**src/logic/group_cfg_defines.svh**
```systemverilog
// How it works
// RQ1: Subchan off clear lets every slot subchannel
// RQ2: Subchan off set forbids subchannels, frees map
// RQ3: Transmit group off clears slots, floats data
// RQ4: Transmit group on passes mapped transmit slots
// RQ5: Receive group off clears all receive slots
// RQ6: Receive group on passes mapped receive slots
// RQ7: Group gating never alters stored slot maps
// RQ8: Host keeps protection on bit at zero
// RQ9: Protection word bits 27:16 hold upper bound
// RQ10: Protection word bits 11:0 hold lower bound
// RQ11: One port word drives transmit and receive
// RQ12: Pairing one: port1 equals 0, 3 equals 2
// RQ13: Pairing two: ports 1-3 equal port 0
// RQ14: Reserved protection bits written zero, ignored
`ifndef GROUP_CFG_DEFINES_SVH
`define GROUP_CFG_DEFINES_SVH

// ----------------------------------------
// Sizes
// ----------------------------------------
`define NUM_GROUPS 4
`define NUM_SLOTS 32

// ----------------------------------------
// Register offsets (byte addresses)
// ----------------------------------------
`define OFS_PAIRING 8'h00
`define OFS_STATUS 8'h04
`define OFS_GROUP0 8'h10
`define OFS_PROTECT 8'h20
`define OFS_PORT0 8'h30

// ----------------------------------------
// Field positions
// ----------------------------------------
`define BIT_SUBCHAN_OFF 2
`define BIT_TX_GROUP_ON 1
`define BIT_RX_GROUP_ON 0
`define BIT_PROT_ON 31
`define PROT_HI_MSB 27
`define PROT_HI_LSB 16
`define PROT_LO_MSB 11
`define PROT_LO_LSB 0
`define BIT_STAT_MISMATCH 0
`define BIT_STAT_PROT_ON 1

// ----------------------------------------
// Pairing codes and reset values
// ----------------------------------------
`define PAIR_TWO 2'h1
`define PAIR_FOUR 2'h2
`define RST_GROUP 3'h0
`define RST_PROT_ON 1'h0
`define RST_BOUND 12'h000
`define RST_PORT 32'h00000000
`define RST_PAIRING 2'h0

`endif

```
**src/logic/group_cfg_pkg.sv**
```systemverilog
`include "group_cfg_defines.svh"

package group_cfg_pkg;

  typedef logic [`NUM_GROUPS-1:0][`NUM_SLOTS-1:0] slot_map_t;
  typedef logic [`NUM_GROUPS-1:0][31:0] port_words_t;

  typedef enum logic [2:0] {
    SEL_NONE = 3'h0,
    SEL_PAIRING = 3'h1,
    SEL_STATUS = 3'h3,
    SEL_GROUP = 3'h2,
    SEL_PROTECT = 3'h6,
    SEL_PORT = 3'h7
  } reg_sel_e;

  typedef struct packed {
    logic [`NUM_GROUPS-1:0][2:0] grp;
    logic prot_on;
    logic [11:0] prot_hi;
    logic [11:0] prot_lo;
    port_words_t port_cfg;
    logic [1:0] pairing;
    logic ack;
    logic [31:0] rdat;
    slot_map_t tx_act;
    slot_map_t rx_act;
    slot_map_t sub_act;
    logic [`NUM_GROUPS-1:0] tx_line;
    logic [`NUM_GROUPS-1:0] tx_oe;
    logic [`NUM_GROUPS-1:0] xbuf;
    logic mismatch;
    port_words_t port_tx;
    port_words_t port_rx;
  } cfg_state_s;

endpackage

```
**src/logic/group_enable_and_protection_cfg.sv**
```systemverilog
`timescale 1ns/10ps
`include "group_cfg_defines.svh"

module group_enable_and_protection_cfg (
  input wire logic mclk,
  input wire logic arst_n,
  input wire logic wb_cyc_i,
  input wire logic wb_stb_i,
  input wire logic wb_we_i,
  input wire logic [7:0] wb_adr_i,
  input wire logic [3:0] wb_sel_i,
  input wire logic [31:0] wb_dat_i,
  output logic [31:0] wb_dat_o,
  output logic wb_ack_o,
  input wire group_cfg_pkg::slot_map_t tx_slot_map,
  input wire group_cfg_pkg::slot_map_t rx_slot_map,
  input wire group_cfg_pkg::slot_map_t sub_slot_map,
  input wire logic [`NUM_GROUPS-1:0] tx_line_in,
  output logic [`NUM_GROUPS-1:0] tx_line_out,
  output logic [`NUM_GROUPS-1:0] tx_line_oe,
  output group_cfg_pkg::slot_map_t tx_slot_active,
  output group_cfg_pkg::slot_map_t rx_slot_active,
  output group_cfg_pkg::slot_map_t sub_slot_active,
  output logic [`NUM_GROUPS-1:0] extra_buffer_free,
  output group_cfg_pkg::port_words_t port_cfg_tx,
  output group_cfg_pkg::port_words_t port_cfg_rx,
  output logic [1:0] port_pairing_select,
  output logic protection_on,
  output logic [11:0] protect_upper_bound,
  output logic [11:0] protect_lower_bound,
  output logic pairing_mismatch
);
  import group_cfg_pkg::*;

  // ----------------------------------------
  // Reset release
  // ----------------------------------------
  logic rst_meta_n;
  logic rst_n;

  always_ff @(posedge mclk or negedge arst_n) begin
    if (!arst_n) begin
      rst_meta_n <= 1'b0;
      rst_n <= 1'b0;
    end else begin
      rst_meta_n <= 1'b1;
      rst_n <= rst_meta_n;
    end
  end

  // ----------------------------------------
  // Address decode
  // ----------------------------------------
  function automatic reg_sel_e decode(input logic [7:0] adr);
    reg_sel_e sel;
    sel = SEL_NONE;
    if (adr[1:0] == 2'h0) begin
      if (adr == `OFS_PAIRING) begin
        sel = SEL_PAIRING;
      end else if (adr == `OFS_STATUS) begin
        sel = SEL_STATUS;
      end else if (adr[7:4] == 4'(`OFS_GROUP0 >> 4)) begin
        sel = SEL_GROUP;
      end else if (adr == `OFS_PROTECT) begin
        sel = SEL_PROTECT;
      end else if (adr[7:4] == 4'(`OFS_PORT0 >> 4)) begin
        sel = SEL_PORT;
      end
    end
    return sel;
  endfunction

  function automatic logic [1:0] word_index(input logic [7:0] adr);
    return adr[3:2];
  endfunction

  // ----------------------------------------
  // Byte lane merge
  // ----------------------------------------
  function automatic logic [31:0] merge(
    input logic [31:0] old_word,
    input logic [31:0] new_word,
    input logic [3:0] sel
  );
    logic [31:0] res;
    res = old_word;
    for (int b = 0; b < 4; b++) begin
      if (sel[b]) begin
        res[b*8 +: 8] = new_word[b*8 +: 8];
      end
    end
    return res;
  endfunction

  // ----------------------------------------
  // State
  // ----------------------------------------
  cfg_state_s st;
  cfg_state_s next_st;

  logic req;
  reg_sel_e wr_sel;
  reg_sel_e rd_sel;
  logic [1:0] wr_idx;
  logic [1:0] rd_idx;
  logic [31:0] prot_word;
  logic [31:0] status_word;
  logic [31:0] wr_word;

  assign req = wb_cyc_i & wb_stb_i;
  assign wr_sel = decode(wb_adr_i);
  assign rd_sel = decode(wb_adr_i);
  assign wr_idx = word_index(wb_adr_i);
  assign rd_idx = word_index(wb_adr_i);

  // ----------------------------------------
  // Read views
  // ----------------------------------------
  always_comb begin
    prot_word = 32'h00000000;
    prot_word[`BIT_PROT_ON] = st.prot_on;
    prot_word[`PROT_HI_MSB:`PROT_HI_LSB] = st.prot_hi;
    prot_word[`PROT_LO_MSB:`PROT_LO_LSB] = st.prot_lo;
    status_word = 32'h00000000;
    status_word[`BIT_STAT_MISMATCH] = st.mismatch;
    status_word[`BIT_STAT_PROT_ON] = st.prot_on;
  end

  // ----------------------------------------
  // Next state
  // ----------------------------------------
  always_comb begin
    next_st = st;
    wr_word = 32'h00000000;

    // Bus answer: ack one cycle after request, then drop
    next_st.ack = req & ~st.ack;

    // Read data prepared while ack is low
    next_st.rdat = 32'h00000000;
    if (req && !st.ack && !wb_we_i) begin
      unique case (rd_sel)
        SEL_PAIRING: next_st.rdat = {30'h00000000, st.pairing};
        SEL_STATUS: next_st.rdat = status_word;
        SEL_GROUP: next_st.rdat = {29'h00000000, st.grp[rd_idx]};
        SEL_PROTECT: next_st.rdat = prot_word;
        SEL_PORT: next_st.rdat = st.port_cfg[rd_idx];
        SEL_NONE: next_st.rdat = 32'h00000000;
      endcase
    end

    // Writes commit on the edge after ack rises, as ack drops
    if (req && st.ack && wb_we_i) begin
      unique case (wr_sel)
        SEL_PAIRING: begin
          wr_word = merge({30'h00000000, st.pairing}, wb_dat_i, wb_sel_i);
          next_st.pairing = wr_word[1:0];
        end
        SEL_GROUP: begin
          wr_word = merge({29'h00000000, st.grp[wr_idx]}, wb_dat_i, wb_sel_i);
          next_st.grp[wr_idx] = wr_word[2:0];
        end
        SEL_PROTECT: begin
          wr_word = merge(prot_word, wb_dat_i, wb_sel_i);
          // Reserved bits dropped on write [RQ14]
          next_st.prot_on = wr_word[`BIT_PROT_ON];
          next_st.prot_hi = wr_word[`PROT_HI_MSB:`PROT_HI_LSB]; // [RQ9]
          next_st.prot_lo = wr_word[`PROT_LO_MSB:`PROT_LO_LSB]; // [RQ10]
        end
        SEL_PORT: begin
          wr_word = merge(st.port_cfg[wr_idx], wb_dat_i, wb_sel_i);
          next_st.port_cfg[wr_idx] = wr_word;
        end
        SEL_STATUS: wr_word = 32'h00000000;
        SEL_NONE: wr_word = 32'h00000000;
      endcase
    end

    // Group gating of slot maps, maps themselves untouched [RQ7]
    for (int g = 0; g < `NUM_GROUPS; g++) begin
      if (st.grp[g][`BIT_TX_GROUP_ON]) begin
        next_st.tx_act[g] = tx_slot_map[g]; // [RQ4]
      end else begin
        next_st.tx_act[g] = '0; // [RQ3]
      end
      if (st.grp[g][`BIT_RX_GROUP_ON]) begin
        next_st.rx_act[g] = rx_slot_map[g]; // [RQ6]
      end else begin
        next_st.rx_act[g] = '0; // [RQ5]
      end
      if (st.grp[g][`BIT_SUBCHAN_OFF]) begin
        next_st.sub_act[g] = '0; // [RQ2]
      end else begin
        next_st.sub_act[g] = '1; // [RQ1]
      end
      next_st.xbuf[g] = st.grp[g][`BIT_SUBCHAN_OFF]; // [RQ2]
      next_st.tx_oe[g] = st.grp[g][`BIT_TX_GROUP_ON]; // [RQ3]
      next_st.tx_line[g] = tx_line_in[g] & st.grp[g][`BIT_TX_GROUP_ON];
      // Same word feeds both directions [RQ11]
      next_st.port_tx[g] = st.port_cfg[g];
      next_st.port_rx[g] = st.port_cfg[g];
    end

    // Pairing consistency report
    unique case (st.pairing)
      `PAIR_TWO: next_st.mismatch = (st.port_cfg[1] != st.port_cfg[0]) |
        (st.port_cfg[3] != st.port_cfg[2]); // [RQ12]
      `PAIR_FOUR: next_st.mismatch = (st.port_cfg[1] != st.port_cfg[0]) |
        (st.port_cfg[2] != st.port_cfg[0]) |
        (st.port_cfg[3] != st.port_cfg[0]); // [RQ13]
      default: next_st.mismatch = 1'b0;
    endcase
  end

  // ----------------------------------------
  // Registers
  // ----------------------------------------
  always_ff @(posedge mclk or negedge rst_n) begin
    if (!rst_n) begin
      for (int g = 0; g < `NUM_GROUPS; g++) begin
        st.grp[g] <= `RST_GROUP;
        st.port_cfg[g] <= `RST_PORT;
        st.port_tx[g] <= `RST_PORT;
        st.port_rx[g] <= `RST_PORT;
        st.tx_act[g] <= '0;
        st.rx_act[g] <= '0;
        st.sub_act[g] <= '0;
      end
      st.prot_on <= `RST_PROT_ON;
      st.prot_hi <= `RST_BOUND;
      st.prot_lo <= `RST_BOUND;
      st.pairing <= `RST_PAIRING;
      st.ack <= 1'b0;
      st.rdat <= 32'h00000000;
      st.tx_line <= '0;
      st.tx_oe <= '0;
      st.xbuf <= '0;
      st.mismatch <= 1'b0;
    end else begin
      st <= next_st;
    end
  end

  // ----------------------------------------
  // Outputs
  // ----------------------------------------
  assign wb_ack_o = st.ack;
  assign wb_dat_o = st.rdat;
  assign tx_line_out = st.tx_line;
  assign tx_line_oe = st.tx_oe;
  assign tx_slot_active = st.tx_act;
  assign rx_slot_active = st.rx_act;
  assign sub_slot_active = st.sub_act;
  assign extra_buffer_free = st.xbuf;
  assign port_cfg_tx = st.port_tx;
  assign port_cfg_rx = st.port_rx;
  assign port_pairing_select = st.pairing;
  // Protection logic absent; bit only stored and reported [RQ8]
  assign protection_on = st.prot_on;
  assign protect_upper_bound = st.prot_hi;
  assign protect_lower_bound = st.prot_lo;
  assign pairing_mismatch = st.mismatch;

endmodule

```
**config.mk**
```make
export PLATFORM = sky130hd
export DESIGN_NAME = group_enable_and_protection_cfg
export DESIGN_NICKNAME = d
export VERILOG_FILES = /design/src/logic/group_cfg_pkg.sv /design/src/logic/group_enable_and_protection_cfg.sv
export VERILOG_INCLUDE_DIRS = /design/src /design/src/logic
export SDC_FILE = /design/constraint.sdc
export NUM_CORES = 1
export LEC_CHECK = 0
export BUFFER_PORTS_ARGS = -buffer_cell sky130_fd_sc_hd__clkbuf_2
export CORE_AREA = 2 2 453 455
export DETAILED_ROUTE_END_ITERATION = 8
export DIE_AREA = 0 0 455 457
export PLACE_DENSITY = 0.3
export SLEW_MARGIN = 40
export SYNTH_ARGS = -nofsm -noshare
export SYNTH_HDL_FRONTEND = slang
export SYNTH_SLANG_ARGS = --single-unit
```
**constraint.sdc**
```tcl
create_clock -name mclk -period 48.3 [get_ports mclk]
set_input_delay 9.66 -clock mclk [delete_from_list [all_inputs] [get_ports mclk]]
set_output_delay 9.66 -clock mclk [all_outputs]
set_load 0.01 [all_outputs]
```
# [Word level (Yosys, flattened, before mapping)]
# Index checks and enable logic that the tools add are counted.
[word_totals] reg_bits=727 output_inout_bits=713
[classes] magnitude_cmp=2 eq_ne=15 n_mux=46 bitwise_logic=10 n_reduce_logical=17
[op_table] operator="32-bit 2-to-1 mux" count=15
[op_table] operator="32-bit case mux with 6 select lines" count=1
[op_table] operator="128-bit bitwise mux" count=1
[op_table] operator="32-bit inequality test" count=4
[op_table] operator="8-bit 2-to-1 mux" count=12
[op_table] operator="32-bit binary-select mux with 2-bit select" count=1
[op_table] operator="32-bit demux with 2-bit select" count=1
[op_table] operator="3-bit 2-to-1 mux" count=11
[op_table] operator="3-bit AND reduction" count=5
[op_table] operator="12-bit bitwise mux" count=1
[op_table] operator="8-bit by 3-bit equality test with 1-bit output (second input constant)" count=1
[op_table] operator="8-bit by 6-bit equality test with 1-bit output (second input constant)" count=1
[op_table] operator="8-bit logical NOT" count=1
[op_table] operator="1-bit bitwise AND" count=6
[op_table] operator="3-bit binary-select mux with 2-bit select" count=1
[op_table] operator="3-bit demux with 2-bit select" count=1
[op_table] operator="3-bit by 2-bit equality test with 1-bit output (second input constant)" count=2
[op_table] operator="3-bit equality test (second input constant)" count=2
[op_table] operator="1-bit logical AND" count=5
[op_table] operator="4-bit by 1-bit equality test with 1-bit output (second input constant)" count=1
[op_table] operator="4-bit by 2-bit equality test with 1-bit output (second input constant)" count=1
[op_table] operator="2-bit AND reduction" count=2
[op_table] operator="3-bit by 1-bit equality test with 1-bit output (second input constant)" count=1
[op_table] operator="3-bit logical NOT" count=1
[op_table] operator="9 further kinds" count=12

# [Longest topological paths before layout]
# Gate-level depths: netlist of run 1.
[logic_depth] word_depth=11 ltp_mapped=8 ltp_nobuf=6

# [Worst setup path before layout of run 1]
# Ideal clock, no wire load.
[synth_timing] path_kind="input port to flip-flop" startpoint="input port wb_adr_i[1]" endpoint="register st, in the netlist next_st[262]" arrival_time_ps=11082 t_required_ps=48175 setup_slack_ps=37093 cell_stages=5 path_buffers=0 cell_sequence="or4_4 -> nor3b_4 -> nand2_2 -> nor2_2 -> mux2_2"
[synth_between] elab_chain_cells=8 word_cells_on_any_way=11 cone_classes="eq/ne: 3; mux: 5; reduce/logical: 3"
[synth_rtl] item="start: declaration" line="group_enable_and_protection_cfg.sv:10" source="input wire logic [7:0] wb_adr_i,"
[synth_rtl] item="8-bit by 6-bit equality test with 1-bit output (no line)"
[synth_rtl] item="3-bit 2-to-1 mux" line="group_enable_and_protection_cfg.sv:64" source="end else if (adr == `OFS_PROTECT) begin"
[synth_rtl] item="3-bit 2-to-1 mux" line="group_enable_and_protection_cfg.sv:62" source="end else if (adr[7:4] == 4'(`OFS_GROUP0 >> 4)) begin"
[synth_rtl] item="3-bit 2-to-1 mux" line="group_enable_and_protection_cfg.sv:60" source="end else if (adr == `OFS_STATUS) begin"
[synth_rtl] item="3-bit 2-to-1 mux" line="group_enable_and_protection_cfg.sv:58" source="if (adr == `OFS_PAIRING) begin"
[synth_rtl] item="3-bit 2-to-1 mux (*)" line="group_enable_and_protection_cfg.sv:57" source="if (adr[1:0] == 2'h0) begin"
[synth_rtl] item="3-bit by 2-bit equality test with 1-bit output (*)" line="group_enable_and_protection_cfg.sv:154" source="unique case (wr_sel)"
[synth_rtl] item="2-bit AND reduction (no line) (*)"
[synth_rtl] item="end signal: assignment" line="group_enable_and_protection_cfg.sv:240" source="st <= next_st;"
[synth_rtl] item="end: declaration" line="group_enable_and_protection_cfg.sv:98" source="cfg_state_s st;"
# Mark *: on every way between the ends. The rest lies on a longest branch, timed or not.
# A chain may end at the register's enable or synchronous reset.

# [Worst setup path after layout of run 1]
[layout_timing] startpoint="input port wb_adr_i[1]" endpoint="register st, in the netlist protect_upper_bound[4]"
[layout_between] elab_chain_cells=8 word_cells_on_any_way=11 cone_classes="eq/ne: 3; mux: 5; reduce/logical: 3"
[layout_rtl] item="8-bit by 6-bit equality test with 1-bit output (no line)"
[layout_rtl] item="3-bit 2-to-1 mux" line="group_enable_and_protection_cfg.sv:64"
[layout_rtl] item="3-bit 2-to-1 mux" line="group_enable_and_protection_cfg.sv:62"
[layout_rtl] item="3-bit 2-to-1 mux" line="group_enable_and_protection_cfg.sv:60"
[layout_rtl] item="3-bit 2-to-1 mux" line="group_enable_and_protection_cfg.sv:58"
[layout_rtl] item="3-bit 2-to-1 mux (*)" line="group_enable_and_protection_cfg.sv:57"
[layout_rtl] item="3-bit equality test (*)" line="group_enable_and_protection_cfg.sv:154"
[layout_rtl] item="3-bit AND reduction (no line) (*)"
# Marks and branches as above.

==> results of run 1 <==
stage by stage:
step | power [mW] | hold WS, ns | instance area (sq um)
after CTS | 1.25 | 0.351 | 33000
final | 1.21 | 0.315 | 33100
after global placement | 0.567 | 0.338 | 30100
after floorplan | 0.540 | 0.331 | 27000
after detailed placement | 0.567 | 0.338 | 30100
after global routing | 1.26 | 0.365 | 33100
worst paths after layout:
path | from | to | depth (start not counted) | slack, ns
setup / recovery | wb_adr_i[1] | protect_upper_bound[4] | 6 | 36.14
hold / removal | rst_n | rx_slot_active[91] | 0 | 0.31
setup reg to reg | rst_n | protect_lower_bound[9] | 4 | 45.10
hold reg to reg | rst_n | rx_slot_active[91] | 0 | 0.31
max in group asynchronous | arst_n | rst_n | 1 | 39.48
min in group mclk | rst_meta_n | rst_n | 0 | 0.34
cell usage after synthesis, drive strengths merged:
| library cell | n | area [sq um] |
|---|---|---|
| mux4 | 35 | 788 |
| and3 | 24 | 150 |
| dfrtp | 603 | 15100 |
| nand2 | 23 | 96.4 |
| mux2i | 32 | 320 |
| buf | 741 | 5500 |
| a31oi | 2 | 12.5 |
| o21ai | 10 | 50.1 |
| nand3 | 1 | 5.00 |
| nor4 | 16 | 106 |
| conb | 1 | 3.75 |
| o22ai | 8 | 50.1 |
| clkbuf | 39 | 146 |
| nor2 | 162 | 638 |
| nor3 | 19 | 106 |
| xor2 | 32 | 280 |
| a21oi | 130 | 651 |
| mux2 | 36 | 405 |
| inv | 8 | 30.0 |
| xnor2 | 64 | 561 |
| a22oi | 25 | 188 |
| o311ai | 1 | 8.76 |
| and2 | 261 | 1630 |
| nor3b | 1 | 18.8 |
| or4 | 1 | 11.3 |
| ha | 2 | 25.0 |
| and4b | 1 | 10.0 |
| nand2b | 1 | 6.26 |
| nand4 | 19 | 119 |
critical path: stages:
cell and delay [ns]:
clkbuf_2 0.09, nor4_2 0.55, and4b_4 0.79, and2_1 0.54, nand2_1 0.61, mux2_2 0.47
cell families after synthesis:
| group | Yosys count | share of synthesized area, % |
|---|---|---|
| xor gates and xnor gates | 96 | 3.11 |
| DFF | 603 | 55.9 |
| AOI/OAI and AO/OA | 176 | 3.55 |
| muxes | 103 | 5.60 |
| adders and majority gates | 2 | 0.0926 |
| buffers and inverters | 788 | 21.0 |
| and+or+nand+nor | 529 | 10.7 |
| other | 1 | 0.0139 |
sequential cells by signal, summed over array words and instances, names as in the netlist, 12 cells and up:
register and count:
protect_upper_bound 12, rx_slot_active 128, tx_slot_active 128, port_cfg_rx 128
next_st 136, wb_dat_o 32, protect_lower_bound 12
layout make-up:
type	count	share of cell area, %
clock buffer	122	7.42
tap	2688	10.2
antenna	11	0.0832
clock inverter	32	1.31
inverter	8	0.0907
multi-input combinational	907	18.9
sequential	603	45.6
timing repair buffer	1053	16.4
routing by layer:
layer	wire, um	GRT usage [%]	up-vias
li1	-	-	7491
met2	59600	19.2	689
met5	161	0	-
met1	48800	13.5	8491
met4	3320	3.48	28
met3	7330	2.88	154
power by group:
| part | internal [mW] | switching, mW | total (mW) |
|---|---|---|---|
| registers | 0.507 | 0.00350 | 0.511 |
| logic | 0.0167 | 0.0284 | 0.0451 |
| clock network | 0.384 | 0.270 | 0.654 |
==> flow_summary.toml, run 1 <==
[power]
p_per_area_mw_per_mm2 = 36.6
vdd.ir_drop.worst_v = 0.0000234
p_leak_nw = 17.2

[setup_path]
critPathMaxFanout = 26
crit_type = "input pin to flip-flop"
startpoint_type = "input pin"
worstPathRequired_ns = 48.89
endpoint_kind = "flip-flop"
cp.arrival_ns = 12.74

[detailed_routing]
post_drt_wl_per_cell_um = 22.0
drc = 0
drtIter0Drc = 955
vias = 16853
avgViaCountPerCell = 3.11
wl_mm = 119
dr.pass1.iters = 7
ant_nets = 0

[sta]
fin_crit_ns = 12.16
skew_ns = 0.0357
setup_violations = 0
worst_pin_slew_ns = 0.794
rsz0062_at_grt = "no"
fmax_mhz = 82.3
min_period_over_period_pct = 25.2
relSlewSlack_pct = 46.9
tns_ns = 0
hold_viol = 0
slew_viol_final = 0
setup_ws_ns = 36.14

[synth]
syn_inst = 2298
syn_nets = 2737
synth.distinct_cells = 39
synth.avg_cell_area_sq_um = 11.8
yosysSeqAreaShare_pct = 55.9
ys_warn_count = 0
ys_ff_latch = 603
syn_area_sq_mm = 0.0270

[place]
preCtsSetupSlack_ns = 35.23
dp.final_hpwl_mm = 92.4
portBuffers = 1021
placed_cells = 5258
gp_congestion = 0.808

[outcome]
outcome = "completed"

[floorplanning]
initial_core_util_pct = 13.3
dieArea_sq_mm = 0.208
core_area_sq_mm = 0.203
die_y_um = 457
core.rowCount = 166
num_io_pins = 1150
die_x_um = 455

[clock_tree]
htree_levels = 3
cts_root_buffer = "clkbuf_16"
clock_latency_ns = 0.72
ctsHoldBuffers = 0
ctsResizeCount = 0
clock_path_buffers = 3
clkTransAtPathRegs_ns = 0.06
cts_buffers = 84
post-cts-setup-buffers = 0
clock-sinks = 603
cts_tree = "done"

[cells_and_area]
layout-drive-gt1-share_pct = 46.8
final_common_cell = "clkbuf_2"
stdcell_count = 5424
nets = 3096
utilization_pct = 16.3
fillers = 22770
final_cell_mix = "1,020 x clkbuf_2, 600 x dfrtp_1, 261 x and2_1, 156 x nor2_1, 130 x a21oi_1"
syn_to_final_growth_pct = 22.5
seqCellArea_sq_mm = 0.0151
multi_input_area_sq_mm = 0.00625

[flow_run]
drv_cap = 0

[grt]
grt_pass1_vias = 17421
grt_max_degree = 133
overflow = 0
grt_pass1_wl_mm = 158
antenna_found_initial = 25
gr-usage-all-layers_pct = 11.1

[hold_path]
min_path_type = "flip-flop to async pin"
Power figures use the tool's default switching activity.
==> run 2: changes to the inputs <==
--- a/config.mk
+++ b/config.mk
@@ -7,9 +7,9 @@
 export NUM_CORES = 1
 export LEC_CHECK = 0
 export BUFFER_PORTS_ARGS = -buffer_cell sky130_fd_sc_hd__clkbuf_2
-export CORE_AREA = 2 2 453 455
+export CORE_AREA = 2 2 451 453
 export DETAILED_ROUTE_END_ITERATION = 8
-export DIE_AREA = 0 0 455 457
+export DIE_AREA = 0 0 453 455
 export PLACE_DENSITY = 0.3
 export SLEW_MARGIN = 40
 export SYNTH_ARGS = -nofsm -noshare
==> constraint.sdc (replaced) <==
create_clock -name mclk -period 9.7 [get_ports mclk]
set_input_delay 1.94 -clock mclk [delete_from_list [all_inputs] [get_ports mclk]]
set_output_delay 1.94 -clock mclk [all_outputs]
set_load 0.01 [all_outputs]
==> run 2 against run 1 <==
Against the previous run:
- setup slack worse by 30 ns
- sequential power rose to 5.0 times the previous value
- clock power rose to 5.1 times the previous value
- worst hold slack better by 0.031 ns
- wire length up 1.2%
- sequential share of layout area about the same
- core utilization up 0.18 points
- via count down 1.4%
- largest cell class unchanged
==> flow_summary.toml, run 2 (synthesized netlist as in run 1, its figures left out) <==
[outcome]
outcome = "completed"

[setup_path]
startpoint_type = "input pin"
crit_type = "input pin to flip-flop"
critPathMaxFanout = 44
worstPathRequired_ns = 10.33
endpoint_kind = "flip-flop"
ff2ff_path_depth = 6
cp.arrival_ns = 4.54

[sta]
worst_pin_slew_ns = 0.756
slew_viol_final = 0
tns_ns = 0
fmax_mhz = 255
min_period_over_period_pct = 40.4
hold_viol = 0
setup_violations = 0
rsz0062_at_grt = "no"
relSlewSlack_pct = 49.6
setup_ws_ns = 5.78
fin_crit_ns = 3.92
skew_ns = 0.0421

[grt]
grt_max_degree = 125
gr-usage-all-layers_pct = 11.2
overflow = 0
grt_pass1_wl_mm = 156
antenna_found_initial = 33
grt_pass1_vias = 16721

[place]
portBuffers = 1021
dp.final_hpwl_mm = 92.9
preCtsSetupSlack_ns = 4.97
placed_cells = 5238
placed_area_sq_mm = 0.0301
gp_congestion = 0.768

[cells_and_area]
nets = 3092
syn_to_final_growth_pct = 22.6
largest_register_ffs = 136
final_cell_mix = "1,019 x clkbuf_2, 598 x dfrtp_1, 261 x and2_1, 155 x nor2_1, 130 x a21oi_1"
layout-drive-gt1-share_pct = 46.7
utilization_pct = 16.4
final_common_cell = "clkbuf_2"
final_cell_area_sq_mm = 0.0331
stdcell_count = 5401

[power]
p_per_area_mw_per_mm2 = 184
p_sw_mw = 1.47
pwr-share-clk_pct = 54.4
swShare_pct = 24.2
p_seq_share_pct = 41.8
power_frac_comb_pct = 3.8
p_leak_nw = 17.2
vdd.ir_drop.worst_v = 0.000117
internal_power_mw = 4.61

[clock_tree]
cts_root_buffer = "clkbuf_16"
cts_buffers = 84
ctsResizeCount = 0
clock_path_buffers = 3
clock-sinks = 603
clkTransAtPathRegs_ns = 0.06
post-cts-setup-buffers = 0
clock_latency_ns = 0.70
ctsHoldBuffers = 0
htree_levels = 3
cts_tree = "done"

[detailed_routing]
drc = 0
drtIter0Drc = 927
wl_mm = 121
post_drt_wl_per_cell_um = 22.3
dr.pass1.iters = 5
ant_nets = 0
avgViaCountPerCell = 3.08
vias = 16624

[floorplanning]
die_y_um = 455
die_x_um = 453
core_area_sq_mm = 0.201
dieArea_sq_mm = 0.206
core.rowCount = 165
initial_core_util_pct = 13.4
num_io_pins = 1150

[hold_path]
min_path_type = "flip-flop to async pin"

[flow_run]
drv_cap = 0
run 2: routing by layer:
metal | global-route usage (%) | routed length, um | share of wire, % | up-vias
li1 | - | - | - | 7478
met1 | 13.7 | 49400 | 41 | 8291
met2 | 18.7 | 59600 | 49 | 672
met3 | 3.36 | 7770 | 6.4 | 153
met4 | 3.57 | 3560 | 3.0 | 30
met5 | 0 | 171 | 0.14 | -
run 2: power groups by stage:
stage	clock, mW	sequential (mW)	combinational [mW]
2_1_floorplan	0	2.61	0.0749
3_3_place_gp	0	2.59	0.239
3_5_place_dp	0	2.59	0.239
4_1_cts	3.46	2.55	0.239
5_1_grt	3.54	2.55	0.257
6_report	3.31	2.54	0.231
run 2: final timing paths:
| kind | startpoint | slack [ns] | to |
|---|---|---|---|
| max | wb_stb_i | 5.78 | next_st[46] |
| min | rst_n | 0.35 | rx_slot_active[78] |
| max reg2reg | next_st[4] | 7.05 | pairing_mismatch |
| min reg2reg | rst_n | 0.35 | rx_slot_active[78] |
| max in group asynchronous | rst_n | 7.39 | port_cfg_rx[103] |
| min in group mclk | rst_meta_n | 0.35 | rst_n |
run 2: critical path, cell delays in order:
cell      delay, ns
clkbuf_2       0.08
nand2_1        0.28
nor2_2         0.54
nand2_4        0.19
nor2_4         0.59
buf_4          0.64
nor2_1         0.08
a21oi_1        0.14
run 2: stage by stage:
stage	hold WS [ns]	total power, mW
floorplan	0.331	2.69
global placement	0.335	2.83
detailed placement	0.336	2.83
CTS	0.349	6.25
global route	0.370	6.35
finish	0.345	6.08
run 2: final cells by class:
class                   count  area (sq um)
fillers                 22494        168000
clock buffers             122          2450
multi-input cells         907          6260
repair buffers           1049          5420
diodes                     11          27.5
well taps                2672          3340
flip-flops and latches    603         15100
clock inverters            29           477
inverters                   8          30.0
==> run 3: changes to the inputs <==
==> constraint.sdc (replaced) <==
create_clock -name mclk -period 3.1 [get_ports mclk]
set_input_delay 0.62 -clock mclk [delete_from_list [all_inputs] [get_ports mclk]]
set_output_delay 0.62 -clock mclk [all_outputs]
set_load 0.01 [all_outputs]
==> run 3 against run 2 <==
Against the previous run:
- core utilization up 0.15 points
- sequential power rose to 3.1 times the previous value
- sequential share of layout area down 0.44 points
- clock skew up 0.012 ns
- non-clock buffer count up 36
- die area unchanged
- wire length up 0.42%
- via count up 0.64%
- count of clock-buffer cells in the layout down 4
- design area up 0.94%
- final cell count up 0.52%
- highest routed layer unchanged
==> flow_summary.toml, run 3 (synthesized netlist as in run 1, its figures left out) <==
[outcome]
outcome = "completed"

[grt]
overflow = 0
grt_max_degree = 96
antenna_found_initial = 30
grt_pass1_vias = 17094
grt_pass1_wl_mm = 158
gr-usage-all-layers_pct = 11.3

[detailed_routing]
wl_met2_mm = 60.1
wl_met3_mm = 7.66
avgViaCountPerCell = 3.08
top_layer = "met5"
drc = 0
ant_nets = 0
vias = 16730
wl_mm = 121
post_drt_wl_per_cell_um = 22.3
met1_length_mm = 49.8
dr.pass1.iters = 5
drtIter0Drc = 832

[power]
vdd.ir_drop.worst_v = 0.000389
p_leak_nw = 17.4
p_per_area_mw_per_mm2 = 564

[cells_and_area]
final_common_cell = "clkbuf_2"
final_cell_mix = "1,019 x clkbuf_2, 600 x dfrtp_1, 261 x and2_1, 156 x nor2_1, 130 x a21oi_1"
nets = 3126
syn_to_final_growth_pct = 23.7
largest_register_ffs = 136
layout-drive-gt1-share_pct = 47.2
stdcell_count = 5429
final_cell_area_sq_mm = 0.0334

[setup_path]
crit_type = "flip-flop to flip-flop"
worstPathRequired_ns = 3.69
r2r-end = "pairing_mismatch"
crit_family = "simple AND/OR/NAND/NOR gates"
crit_path_max_incr_delay_ns = 0.54
cp_slowest_cell = "nor4_1"
reg2reg_slack_ns = 0.69
critPathBufInv = 0
cp_common_cell = "nand4_1"
r2r-start = "next_st[7]"
cp.depth = 6
startpoint_type = "flip-flop"
critPathMaxFanout = 6
cp.arrival_ns = 2.99
timing.critical_path.cells = "xnor2_1, nand4_1, nor4_1, nand4_1, nor2_1, o21ai_0"
ff2ff_path_depth = 6
endpoint_kind = "flip-flop"

[sta]
setup_violations = 0
skew_ns = 0.0541
relSlewSlack_pct = 52.3
min_period_over_period_pct = 77.6
worst_pin_slew_ns = 0.696
fin_crit_ns = 2.41
rsz0062_at_grt = "no"
slew_viol_final = 0
hold_viol = 0
fmax_mhz = 416

[place]
placed_cells = 5274
dp.final_hpwl_mm = 95.2
placed_area_sq_mm = 0.0305
portBuffers = 1021
gp_congestion = 0.787

[clock_tree]
cts_root_buffer = "clkbuf_16"
ctsHoldBuffers = 1
clock-sinks = 603
cts_tree = "done"
clock_latency_ns = 0.72
cts_buffers = 82
clock_path_buffers = 3
htree_levels = 3
clkTransAtPathRegs_ns = 0.07
ctsResizeCount = 0
post-cts-setup-buffers = 0

[floorplanning]
die_x_um = 453
die_y_um = 455
num_io_pins = 1150
core_area_sq_mm = 0.201
initial_core_util_pct = 13.4
core.rowCount = 165
dieArea_sq_mm = 0.206

[hold_path]
hp-start = "rx_slot_map[0]"
holdPathEnd = "rx_slot_active[0]"
min_path_type = "input pin to flip-flop"
min_path_cells = 2

[flow_run]
drv_cap = 0
run 3: how the worst max path moves through the flow:
stage	from	to
after global placement	wb_adr_i[1]	protect_upper_bound[11]
after floorplan	rst_n	extra_buffer_free[0]
final	next_st[7]	pairing_mismatch
after global routing	sub_slot_active[62]	sub_slot_active[55]
after CTS	sub_slot_active[62]	sub_slot_active[42]
after detailed placement	wb_adr_i[1]	protection_on
run 3: power by group:
| part | leakage [nW] | total, mW | switching, mW | internal [mW] |
|---|---|---|---|---|
| logic | 7.66 | 0.739 | 0.457 | 0.282 |
| registers | 8.36 | 7.96 | 0.0528 | 7.91 |
| clock network | 1.40 | 10.2 | 4.09 | 6.07 |
run 3: metrics by stage:
step	setup slack, ns	setup TNS [ns]	hold slack (ns)	total power [mW]	util, %
after global placement	0.212	0	0.327	8.88	15.2
final	0.694	0	0.112	18.9	16.6
after global routing	0.623	0	0.0346	19.7	16.6
after floorplan	-2.75	-1651.14	0.324	8.41	-
after CTS	0.665	0	0.00887	19.4	16.6
after detailed placement	0.205	0	0.333	8.87	15.2
run 3: metal layers:
metal / vias up / global-route usage [%]
met3: 143 / 3.30
met1: 8372 / 13.8
met2: 640 / 19.1
li1: 7543 / -
met5: - / 0
met4: 32 / 3.57
run 3: layout make-up:
class	instances	area, sq um
diodes	7	17.5
clock buffers	118	2390
clock inverters	29	484
fillers	22461	168000
inverters	8	30.0
multi-input cells	907	6250
flip-flops and latches	603	15100
well taps	2672	3340
repair buffers	1085	5810
run 3: worst register-to-register path: stages, from the launching register on:
cell and delay (ns):
dfrtp_1 0.48, xnor2_1 0.48, nand4_1 0.34, nor4_1 0.54, nand4_1 0.20, nor2_1 0.13
o21ai_0 0.11
